===== config.mk =====
export PLATFORM = sky130hd
export DESIGN_NAME = link_status_dev_flat
export DESIGN_NICKNAME = d
export VERILOG_FILES = /design/src/hw/link_status_pkg.sv /design/src/hw/link_status_if.sv /design/src/hw/link_status_dev.sv /design/src/flat_wrapper.sv
export SDC_FILE = /design/constraint.sdc
export NUM_CORES = 1
export LEC_CHECK = 0
export BUFFER_PORTS_ARGS = -buffer_cell sky130_fd_sc_hd__clkbuf_2
export CELL_PAD_IN_SITES_DETAIL_PLACEMENT = 0
export CELL_PAD_IN_SITES_GLOBAL_PLACEMENT = 1
export CORE_UTILIZATION = 41
export DETAILED_ROUTE_END_ITERATION = 8
export PLACE_DENSITY = 0.87
export SLEW_MARGIN = 20
export SYNTH_ARGS = -nofsm -noshare
export SYNTH_HDL_FRONTEND = slang
export SYNTH_SLANG_ARGS = --single-unit
export TNS_END_PERCENT = 10

===== constraint.sdc =====
create_clock -name ref_clk_i -period 3.1 [get_ports ref_clk_i]
set_input_delay 0.62 -clock ref_clk_i [delete_from_list [all_inputs] [get_ports ref_clk_i]]
set_output_delay 0.62 -clock ref_clk_i [all_outputs]
set_load 0.005 [all_outputs]

===== src/hw/link_status_pkg.sv =====
// Shared constants and types for the link status signal group
package link_status_pkg;
    // Clock and time bases
    localparam int CLK_PERIOD_PS = 4000;
    localparam int FAST_TB_NS = 128;
    localparam int US_TB_NS = 1000;
    localparam int FAST_TB_CYC = FAST_TB_NS * 1000 / CLK_PERIOD_PS;
    localparam int US_TB_CYC = US_TB_NS * 1000 / CLK_PERIOD_PS;
    localparam int TB_CNT_W = 8;
    localparam int APP_RST_CYC = 32;
    localparam int RST_CNT_W = 6;
    // Lane count one-hot codes
    localparam logic [3:0] LANES_NONE = 4'h0;
    localparam logic [3:0] LANES_X1 = 4'h1;
    localparam logic [3:0] LANES_X2 = 4'h2;
    localparam logic [3:0] LANES_X4 = 4'h4;
    localparam logic [3:0] LANES_X8 = 4'h8;
    // Link speed codes
    localparam logic [1:0] SPEED_UNDEF = 2'h0;
    localparam logic [1:0] SPEED_GEN1 = 2'h1;
    localparam logic [1:0] SPEED_GEN2 = 2'h2;
    localparam logic [1:0] SPEED_GEN3 = 2'h3;
    // Training state codes
    typedef enum logic [4:0] {
        LT_DETECT_QUIET = 5'h00, LT_DETECT_ACTIVE = 5'h01,
        LT_POLL_ACTIVE = 5'h02, LT_POLL_COMPLIANCE = 5'h03,
        LT_POLL_CONFIG = 5'h04, LT_POLL_SPEED = 5'h05,
        LT_CFG_LW_START = 5'h06, LT_CFG_LW_ACCEPT = 5'h07,
        LT_CFG_LN_ACCEPT = 5'h08, LT_CFG_LN_WAIT = 5'h09,
        LT_CFG_COMPLETE = 5'h0A, LT_CFG_IDLE = 5'h0B,
        LT_RCV_LOCK = 5'h0C, LT_RCV_CFG = 5'h0D,
        LT_RCV_IDLE = 5'h0E, LT_L0 = 5'h0F, LT_DISABLED = 5'h10,
        LT_LPBK_ENTRY = 5'h11, LT_LPBK_ACTIVE = 5'h12,
        LT_LPBK_EXIT = 5'h13, LT_HOT_RESET = 5'h14, LT_L0S = 5'h15,
        LT_L1_ENTRY = 5'h16, LT_L1_IDLE = 5'h17, LT_L2_IDLE = 5'h18,
        LT_L2_WAKE = 5'h19, LT_RCV_SPEED = 5'h1A
    } ltssm_e;
    // Clock handover states
    typedef enum logic [1:0] {
        HO_WAIT_LOCK = 2'h0, HO_WAIT_READY = 2'h1, HO_RUN = 2'h3
    } handover_e;
    // Application reset states
    typedef enum logic [1:0] {
        AR_HOLD = 2'h0, AR_RUN = 2'h1, AR_EXIT = 2'h3
    } app_rst_e;
    // Register offsets
    localparam logic [7:0] REG_CTRL = 8'h00;
    localparam logic [7:0] REG_STATUS = 8'h04;
    localparam logic [7:0] REG_EVENTS = 8'h08;
    localparam logic [7:0] REG_US_COUNT = 8'h0C;
    localparam logic [1:0] CTRL_RST = 2'h0;
    // Field positions
    localparam int CTRL_READY_EN = 0;
    localparam int CTRL_CORE_CLK = 1;
    localparam int ST_LOCK = 0;
    localparam int ST_INUSE = 1;
    localparam int ST_DLUP = 2;
    localparam int ST_APP_RST = 3;
    localparam int ST_LANES = 4;
    localparam int ST_SPEED = 8;
    localparam int ST_LTSSM = 10;
    localparam int EV_DL = 0;
    localparam int EV_HOT = 1;
    localparam int EV_L2 = 2;
endpackage

===== src/hw/link_status_if.sv =====
// Status signal group between core and application
`timescale 1ns/100ps
interface link_status_if;
    logic pll_locked;
    logic core_ready;
    logic clk_inuse;
    logic dl_up;
    logic dl_exit_n;
    logic fast_time_base_strobe;
    logic us_time_base_strobe;
    logic hot_reset_exit_n;
    logic low_power_exit_pulse_n;
    logic [3:0] lane_active;
    logic [1:0] link_speed;
    logic [4:0] ltssm_state;

    modport dev (
        input core_ready,
        output pll_locked, clk_inuse, dl_up, dl_exit_n,
        output fast_time_base_strobe, us_time_base_strobe,
        output hot_reset_exit_n, low_power_exit_pulse_n,
        output lane_active, link_speed, ltssm_state
    );
    modport app (
        output core_ready,
        input pll_locked, clk_inuse, dl_up, dl_exit_n,
        input fast_time_base_strobe, us_time_base_strobe,
        input hot_reset_exit_n, low_power_exit_pulse_n,
        input lane_active, link_speed, ltssm_state
    );
endinterface


===== src/hw/link_status_dev.sv =====
// Core end of the link status signal group
//
// What this block and the application end do
// (RULE1) Lock output follows PLL; forced in pipe sim
// (RULE2) Application raises ready only with stable clock
// (RULE3) Ready may be tied to lock output
// (RULE4) Clock-in-use after switch to application clock
// (RULE5) Application held in reset until clock-in-use
// (RULE6) Link-layer-up high while link FSM up
// (RULE7) Link-layer exit: one low cycle
// (RULE8) Exit pulses give 32-cycle application reset
// (RULE9) Fast strobe every 128 ns
// (RULE10) Microsecond strobe every microsecond
// (RULE11) Hot-reset exit: one low cycle
// (RULE12) L2 idle to Detect: one low cycle
// (RULE13) Lane count as 4-bit one-hot
// (RULE14) Link speed as 2-bit code
// (RULE15) Training state as 5-bit code
// (RULE16) Detect.Active is 1; further codes consecutive
`timescale 1ns/100ps
module link_status_dev (
    // Clock and reset
    input wire logic ref_clk_i,
    input wire logic rstn_i,
    // Core internal status
    input wire logic pll_lock_raw_i,
    input wire logic pipe_sim_i,
    input wire logic tl_clk_switched_i,
    input wire logic data_link_control_fsm_up_i,
    input wire logic [4:0] ltssm_i,
    input wire logic [3:0] lane_num_i,
    input wire logic [1:0] speed_i,
    // Application side
    link_status_if.dev lnk
);

    // Binary lane count to one-hot code
    function automatic logic [3:0] lane_code(input logic [3:0] n);
        logic [3:0] c;
        c = link_status_pkg::LANES_NONE;
        case (n)
            4'h1: c = link_status_pkg::LANES_X1;
            4'h2: c = link_status_pkg::LANES_X2;
            4'h4: c = link_status_pkg::LANES_X4;
            4'h8: c = link_status_pkg::LANES_X8;
            default: c = link_status_pkg::LANES_NONE;
        endcase
        return c;
    endfunction

    link_status_pkg::handover_e ho_q, ho_d;
    logic lock_q, lock_d;
    logic inuse_q, inuse_d;

    // Clock handover sequencing
    always_comb begin
        // (RULE1) Lock or pipe sim
        lock_d = pll_lock_raw_i | pipe_sim_i;
        ho_d = ho_q;
        case (ho_q)
            link_status_pkg::HO_WAIT_LOCK: begin
                if (lock_q) begin
                    ho_d = link_status_pkg::HO_WAIT_READY;
                end
            end
            link_status_pkg::HO_WAIT_READY: begin
                if (!lock_q) begin
                    ho_d = link_status_pkg::HO_WAIT_LOCK;
                end else if (lnk.core_ready && tl_clk_switched_i) begin
                    ho_d = link_status_pkg::HO_RUN;
                end
            end
            link_status_pkg::HO_RUN: begin
                if (!lock_q || !lnk.core_ready || !tl_clk_switched_i) begin
                    ho_d = link_status_pkg::HO_WAIT_LOCK;
                end
            end
            default: ho_d = link_status_pkg::HO_WAIT_LOCK;
        endcase
        // (RULE4) In use once switched
        inuse_d = (ho_d == link_status_pkg::HO_RUN);
    end

    always_ff @(posedge ref_clk_i) begin
        if (!rstn_i) begin
            ho_q <= link_status_pkg::HO_WAIT_LOCK;
            lock_q <= 1'b0;
            inuse_q <= 1'b0;
        end else begin
            ho_q <= ho_d;
            lock_q <= lock_d;
            inuse_q <= inuse_d;
        end
    end

    // Time base dividers
    localparam int NUM_TB = 2;
    localparam int TB_PER [NUM_TB] = '{
        link_status_pkg::FAST_TB_CYC, link_status_pkg::US_TB_CYC};
    logic [NUM_TB-1:0] tb_stb_q;

    genvar g;
    generate
        for (g = 0; g < NUM_TB; g++) begin : g_tb
            localparam logic [link_status_pkg::TB_CNT_W-1:0] LAST =
                link_status_pkg::TB_CNT_W'(TB_PER[g] - 1);
            logic [link_status_pkg::TB_CNT_W-1:0] cnt_q, cnt_d;
            logic stb_d;
            // (RULE9) (RULE10) Periodic strobe
            always_comb begin
                stb_d = (cnt_q == LAST);
                if (stb_d) begin
                    cnt_d = '0;
                end else begin
                    cnt_d = cnt_q + 1'b1;
                end
            end
            always_ff @(posedge ref_clk_i) begin
                if (!rstn_i) begin
                    cnt_q <= '0;
                    tb_stb_q[g] <= 1'b0;
                end else begin
                    cnt_q <= cnt_d;
                    tb_stb_q[g] <= stb_d;
                end
            end
        end
    endgenerate

    // Link events and status
    localparam int NUM_EV = 3;
    logic dl_up_q, dl_up_d;
    logic [NUM_EV-1:0] ev_hit;
    logic [NUM_EV-1:0] ev_n_q;
    logic [4:0] ltssm_q, ltssm_d;
    logic [3:0] lanes_q, lanes_d;
    logic [1:0] speed_q, speed_d;

    // Exit event causes
    always_comb begin
        // (RULE7) Falling up state
        ev_hit[0] = dl_up_q && !data_link_control_fsm_up_i;
        // (RULE11) Leaving hot reset
        ev_hit[1] = ltssm_q == link_status_pkg::LT_HOT_RESET &&
                    ltssm_i != link_status_pkg::LT_HOT_RESET;
        // (RULE12) L2 idle to Detect
        ev_hit[2] = ltssm_q == link_status_pkg::LT_L2_IDLE &&
                    ltssm_i == link_status_pkg::LT_DETECT_QUIET;
    end

    always_comb begin
        // (RULE6) Follows link FSM up
        dl_up_d = data_link_control_fsm_up_i;
        // (RULE15) (RULE16) State code passthrough
        ltssm_d = ltssm_i;
        // (RULE13) One-hot lane count
        lanes_d = lane_code(lane_num_i);
        // (RULE14) Speed code
        speed_d = speed_i;
    end

    always_ff @(posedge ref_clk_i) begin
        if (!rstn_i) begin
            dl_up_q <= 1'b0;
            ltssm_q <= link_status_pkg::LT_DETECT_QUIET;
            lanes_q <= link_status_pkg::LANES_NONE;
            speed_q <= link_status_pkg::SPEED_UNDEF;
        end else begin
            dl_up_q <= dl_up_d;
            ltssm_q <= ltssm_d;
            lanes_q <= lanes_d;
            speed_q <= speed_d;
        end
    end

    // Exit events as one low cycle each
    generate
        for (g = 0; g < NUM_EV; g++) begin : g_ev
            logic ev_n_d;
            // (RULE7) (RULE11) (RULE12) Active-low pulse
            always_comb begin
                ev_n_d = 1'b1;
                if (ev_hit[g]) begin
                    ev_n_d = 1'b0;
                end
            end
            always_ff @(posedge ref_clk_i) begin
                if (!rstn_i) begin
                    ev_n_q[g] <= 1'b1;
                end else begin
                    ev_n_q[g] <= ev_n_d;
                end
            end
        end
    endgenerate

    // Drive the group from flops
    assign lnk.pll_locked = lock_q;
    assign lnk.clk_inuse = inuse_q;
    assign lnk.dl_up = dl_up_q;
    assign lnk.dl_exit_n = ev_n_q[0];
    assign lnk.fast_time_base_strobe = tb_stb_q[0];
    assign lnk.us_time_base_strobe = tb_stb_q[1];
    assign lnk.hot_reset_exit_n = ev_n_q[1];
    assign lnk.low_power_exit_pulse_n = ev_n_q[2];
    assign lnk.lane_active = lanes_q;
    assign lnk.link_speed = speed_q;
    assign lnk.ltssm_state = ltssm_q;

endmodule


===== src/flat_wrapper.sv =====
// flat-port wrapper written by rule: the top's interface ports become plain ports
module link_status_dev_flat 
  (ref_clk_i, rstn_i, pll_lock_raw_i, pipe_sim_i, tl_clk_switched_i, data_link_control_fsm_up_i, ltssm_i, lane_num_i, speed_i, lnk_core_ready, lnk_pll_locked, lnk_clk_inuse, lnk_dl_up, lnk_dl_exit_n, lnk_fast_time_base_strobe, lnk_us_time_base_strobe, lnk_hot_reset_exit_n, lnk_low_power_exit_pulse_n, lnk_lane_active, lnk_link_speed, lnk_ltssm_state);
  link_status_if lnk_i ();
  input wire logic ref_clk_i;
  input wire logic rstn_i;
  input wire logic pll_lock_raw_i;
  input wire logic pipe_sim_i;
  input wire logic tl_clk_switched_i;
  input wire logic data_link_control_fsm_up_i;
  input wire logic [4:0] ltssm_i;
  input wire logic [3:0] lane_num_i;
  input wire logic [1:0] speed_i;
  input wire logic [$bits(lnk_i.core_ready)-1:0] lnk_core_ready;
  output wire logic [$bits(lnk_i.pll_locked)-1:0] lnk_pll_locked;
  output wire logic [$bits(lnk_i.clk_inuse)-1:0] lnk_clk_inuse;
  output wire logic [$bits(lnk_i.dl_up)-1:0] lnk_dl_up;
  output wire logic [$bits(lnk_i.dl_exit_n)-1:0] lnk_dl_exit_n;
  output wire logic [$bits(lnk_i.fast_time_base_strobe)-1:0] lnk_fast_time_base_strobe;
  output wire logic [$bits(lnk_i.us_time_base_strobe)-1:0] lnk_us_time_base_strobe;
  output wire logic [$bits(lnk_i.hot_reset_exit_n)-1:0] lnk_hot_reset_exit_n;
  output wire logic [$bits(lnk_i.low_power_exit_pulse_n)-1:0] lnk_low_power_exit_pulse_n;
  output wire logic [$bits(lnk_i.lane_active)-1:0] lnk_lane_active;
  output wire logic [$bits(lnk_i.link_speed)-1:0] lnk_link_speed;
  output wire logic [$bits(lnk_i.ltssm_state)-1:0] lnk_ltssm_state;
  assign lnk_i.core_ready = lnk_core_ready;
  assign lnk_pll_locked = lnk_i.pll_locked;
  assign lnk_clk_inuse = lnk_i.clk_inuse;
  assign lnk_dl_up = lnk_i.dl_up;
  assign lnk_dl_exit_n = lnk_i.dl_exit_n;
  assign lnk_fast_time_base_strobe = lnk_i.fast_time_base_strobe;
  assign lnk_us_time_base_strobe = lnk_i.us_time_base_strobe;
  assign lnk_hot_reset_exit_n = lnk_i.hot_reset_exit_n;
  assign lnk_low_power_exit_pulse_n = lnk_i.low_power_exit_pulse_n;
  assign lnk_lane_active = lnk_i.lane_active;
  assign lnk_link_speed = lnk_i.link_speed;
  assign lnk_ltssm_state = lnk_i.ltssm_state;
  link_status_dev u_core (.ref_clk_i(ref_clk_i), .rstn_i(rstn_i), .pll_lock_raw_i(pll_lock_raw_i), .pipe_sim_i(pipe_sim_i), .tl_clk_switched_i(tl_clk_switched_i), .data_link_control_fsm_up_i(data_link_control_fsm_up_i), .ltssm_i(ltssm_i), .lane_num_i(lane_num_i), .speed_i(speed_i), .lnk(lnk_i));
endmodule

# Yosys cells after proc, flatten, opt, wreduce, memory -nomap -nowiden
# Cells that the tools add are included.
totals:
  regBits: 37
  input_bits: 18
  output_inout_bits: 19
  word_cells: 53
op_classes:
  n_addsub: 2
  n_eq_ne: 12
  n_mux: 9
  bitwise_logic: 2
  n_reduce_logical: 14
ops:
  columns: ["cell", "n"]
  rows:
  - ["adder 8 x 1 -> 8 bit (second input constant)", 2]
  - ["one-hot mux 4 bit (4 select lines)", 1]
  - ["equality test 5 bit (second input constant)", 2]
  - ["equality test 8 x 5 -> 1 bit (second input constant)", 1]
  - ["equality test 8 bit (second input constant)", 1]
  - ["2-to-1 mux 2 bit", 4]
  - ["one-hot mux 2 bit (3 select lines)", 1]
  - ["logical NOT 5 bit", 1]
  - ["!= test 5 bit (second input constant)", 1]
  - ["equality test 2 bit (second input constant)", 2]
  - ["equality test 4 x 1 -> 1 bit (second input constant)", 1]
  - ["equality test 4 x 2 -> 1 bit (second input constant)", 1]
  - ["equality test 4 x 3 -> 1 bit (second input constant)", 1]
  - ["equality test 4 bit (second input constant)", 1]
  - ["logical AND 1 bit", 4]
  - ["logical NOT 1 bit", 4]
  - ["OR reduction 2 bit", 2]
  - ["2-to-1 mux 1 bit", 3]
  - ["equality test 2 x 1 -> 1 bit (second input constant)", 1]
  - ["logical NOT 2 bit", 1]
  - ["logical OR 1 bit", 2]
  - ["inverter 1 bit", 1]
  - ["bitwise OR 1 bit", 1]

# Depth between registers and ports, before layout
depth:
  word_depth: 6
  ltp_mapped: 5
  mapped_depth_nobuf: 5

# Worst setup path after synthesis
# Ideal clock, no wire load.
synth_timing:
  path_kind: "input port to flip-flop"
  startpoint: "input rstn_i"
  endpoint: "register u_core.lanes_q[1], in the netlist u_core.lnk.lane_active[1]"
  setup_ps: 73
  t_arrival_ps: 1245
  required_ps: 3027
  path_slack_ps: 1783
  path_stages: 4
  path_cell_list: "inv_2 buf_6 or3_4 nor3b_2"
synth_rtl:
  columns: ["element", "line_no", "rtl"]
  rows:
  - ["start: declaration", "flat_wrapper.sv:6", "input wire logic rstn_i;"]
  - ["end signal: assignment", "link_status_dev.sv:166", "lanes_q <= link_status_pkg::LANES_NONE;"]
  - ["end signal: assignment", "link_status_dev.sv:171", "lanes_q <= lanes_d;"]
  - ["end: declaration", "link_status_dev.sv:136", "logic [3:0] lanes_q, lanes_d;"]

# Final worst setup path
layout_timing:
  startpoint: "register u_core.g_tb[0].cnt_q[0] (netlist bit)"
  endpoint: "register u_core.g_tb[0].cnt_q[3] (netlist bit)"
layout_between:
  elab_chain_cells: 2
layout_rtl:
  columns: ["element", "line_no", "rtl"]
  rows:
  - ["start: declaration", "link_status_dev.sv:107", "logic [link_status_pkg::TB_CNT_W-1:0] cnt_q, cnt_d;"]
  - ["start signal: assignment", "link_status_dev.sv:123", "cnt_q <= cnt_d;"]
  - ["branches (longest 2 deep; another with adder 8 x 1 -> 8 bit)", null, null]
# Several ways; the timed one is not identified.
# A chain may end at the register's enable or synchronous reset.

==> flow_metrics.py <==
metrics = {
    "power_and_ir_drop": {
        "p_int_uw": 715.8,
        "pwr-share-seq": 0.555,
        "p_comb_frac": 0.065,
        "swShare": 0.2156,
        "power_switching_uw": 196.8,
        "clockPowerShare": 0.380,
        "ir_drop_uv": 340.9,
        "p_leak_uw": 0.0006649,
        "power_per_cell_area_nw_per_um2": 556.3,
    },
    "placement": {
        "portBuffers": 36,
        "place.gp.congestion": 0.6782,
        "dp.final_hpwl_um": 1781,
        "place_area_um2": 1555,
    },
    "setup_path": {
        "criticalPathCategory": "reg -> reg",
        "cp_max_fo": 4,
        "cp_slowest_cell": "o41ai_1",
        "critical_path.top_delay_family": "compound AO/OA/AOI/OAI gates",
        "crit_required_ns": 3.32,
        "endpoint_kind": "register",
        "cp-start-kind": "register",
        "cpPeakStageDelay_ns": 0.48,
        "worst_ep_arrival_time_ns": 1.72,
        "path_buf_inv": 0,
        "crit_chain": "ha_1 > nand4_1 > o41ai_1 > nor2_1",
    },
    "finish": {
        "final_common_cell": "dfxtp_1",
        "fin_util": 0.5329,
        "area_growth_pct": 22.87,
        "nNetsFinal": 194,
        "n_antenna_cell": 0,
        "stdcell_area_um2": 1640,
        "drive_above_1_share": 0.2989,
        "layout_common_cells": "dfxtp_1, clkbuf_2, nor2_1",
    },
    "logic_synthesis": {
        "ys_top_cells_by_area": "dfxtp_1, nor2_1, and2_1",
        "syn_nets": 153,
        "synthCells": 132,
        "synth_warnings": 0,
        "syn_area_per_cell_um2": 10.11,
        "synthDistinctLibCells": 33,
        "netlist_area_um2": 1335,
        "ys_ff_latch": 37,
        "yosysTopAreaCell": "dfxtp_1",
        "synth-seq-area-share": 0.5548,
        "yosys.area.top_type_share": 0.5548,
    },
    "timing": {
        "maxSlewHeadroom": 0.6282,
        "finalSetupViolCount": 0,
        "fin_crit_sh": 0.4851,
        "finClkSkew_ns": 0.01148,
        "fin_crit_ns": 1.504,
        "finalHoldViolations": 0,
        "tightest_slew_ns": 0.5518,
        "slew_viol_final": 0,
        "fmax_mhz": 665.0,
        "rsz0062_at_grt": "no",
        "fin_setup_tns_ns": 0,
    },
    "global_route": {
        "overflow": 0,
        "grt_pass1_vias": 922,
        "grt_util_met1": 0.1791,
        "track_usage": 0.1481,
        "grtUsageMet3": 0.05459,
        "met2_usage": 0.2273,
        "grt_pass1_wl_um": 3795,
        "grt_max_degree": 18,
        "grt_antenna_before_repair": 0,
        "grt-busiest-layer": "met2",
    },
    "drt": {
        "drc": 0,
        "first_iter_violations": 30,
        "drtPass1Iterations": 4,
        "viasPerCell": 4.835,
        "vias": 1054,
        "wl_um": 2382,
        "detail_route.wl_per_cell_um": 10.93,
        "drtAntennaViolNets": 0,
    },
    "floorplan": {
        "coreArea_um2": 3078,
        "ioPinCount": 37,
        "rows": 20,
        "start_util": 0.4337,
        "fp.dieH_um": 59.06,
        "die_w_um": 59.06,
        "dieArea_um2": 3488,
    },
    "cts": {
        "clkLatencyLatePin_ns": 0.34,
        "cts_sinks": 37,
        "cts_resized": 0,
        "clockBufferDepth": 2,
        "cts_buffers": 5,
        "path_clk_slew_ns": 0.11,
        "tritoncts": "built",
        "cts_setup_buffers": 0,
        "cts_hold_buf": 0,
        "ctsRootBufferMaster": "clkbuf_4",
        "htreeDepth": 2,
    },
    "worst_hold_path": {
        "hp-class": "reg -> reg",
    },
    "outcome": {
        "status": "finished clean",
    },
    "flow_run": {
        "max-cap-violations": 0,
    },
}
worst paths after layout:
| check | startpoint | endpoint | slack, ns | cells after the start |
|---|---|---|---|---|
| worst max register to register | u_core.g_tb[0].cnt_q[0] | u_core.g_tb[0].cnt_q[3] | 1.60 | 4 |
| worst min-delay path | u_core.ho_q[1] | u_core.ho_q[0] | 0.41 | 1 |
| worst max-delay path | u_core.g_tb[0].cnt_q[0] | u_core.g_tb[0].cnt_q[3] | 1.60 | 4 |
| worst min register to register | u_core.ho_q[1] | u_core.ho_q[0] | 0.41 | 1 |
final cells by class:
type / count / area [um2]
fillers: 296 / 1438
flip-flops and latches: 37 / 740.7
multi-input cells: 88 / 560.5
repair buffers: 36 / 180.2
clock buffers: 7 / 55.05
well taps: 44 / 55.05
clock inverters: 1 / 30.03
inverters: 5 / 18.77
sequential cells by signal (all words and copies together) (netlist names):
| name | count |
|---|---|
| u_core.lnk.dl_up | 1 |
| u_core.g_tb.cnt_q | 16 |
| u_core.lnk.pll_locked | 1 |
| u_core.lnk.us_time_base_strobe | 1 |
| u_core.lnk.low_power_exit_pulse_n | 1 |
| u_core.lnk.dl_exit_n | 1 |
| u_core.lnk.clk_inuse | 1 |
| u_core.lnk.fast_time_base_strobe | 1 |
| u_core.lnk.ltssm_state | 5 |
| u_core.lnk.link_speed | 2 |
| u_core.lnk.hot_reset_exit_n | 1 |
| u_core.lnk.lane_active | 4 |
| u_core.ho_q | 2 |
synthesized netlist by cell type:
library cell and instances:
nand4_1 2, dfxtp_1 37, o21ai_1 1, o41ai_1 1
xnor2_1 2, clkbuf_1 1, inv_2 1, nand2_1 9
nor3b_2 4, nand4b_1 1, o31a_1 1, nor2_1 14
nand3_1 10, nor4b_1 1, o21ai_0 2, ha_1 3
o21a_1 1, o211ai_1 2, a31oi_1 3, or3_4 2
xor2_1 4, buf_6 1, or4_1 1, nor3_1 4
nand3_2 1, and3_2 1, nand3b_1 2, a21oi_1 2
nor4_1 1, inv_1 4, and2_1 8, nand2b_1 1
or3_1 4
metal layers:
metal | vias up | wire length, um
met3 | 7 | 92
li1 | 538 | -
met4 | 0 | 52
met2 | 17 | 1171
met1 | 492 | 1067
met5 | - | 0
power by group through the flow:
stage	clock (uW)	sequential (uW)	combinational, uW
3_3_place_gp	0	516	56.6
3_5_place_dp	0	517	59.9
2_1_floorplan	0	516	32.4
6_report	347	507	58.9
5_1_grt	377	509	67.5
4_1_cts	353	506	60.0
through the flow:
stage	hold WS, ns	worst slack, ns	power, uW	std cells
floorplan	0.3836	1.783	548.4	132
global placement	0.3906	1.382	573.1	210
detailed placement	0.3908	1.330	577.1	210
CTS	0.4209	1.609	919.6	218
global route	0.4397	1.445	953.7	218
finish	0.4144	1.596	912.5	218
cell families (layout without fill, tap and decap cells):
logic type               after synthesis  in the layout  synth area share
AO/OA/AOI/OAI                         13             13           0.06279
XOR/XNOR                               6              6           0.03936
adder cells (fa/ha/maj)                3              3           0.02812
buffers and inverters                  7             49           0.02530
flip-flops                            37             37            0.5548
AND/OR/NAND/NOR                       66             66            0.2896
Note: power is estimated with default switching activity, not from simulation.
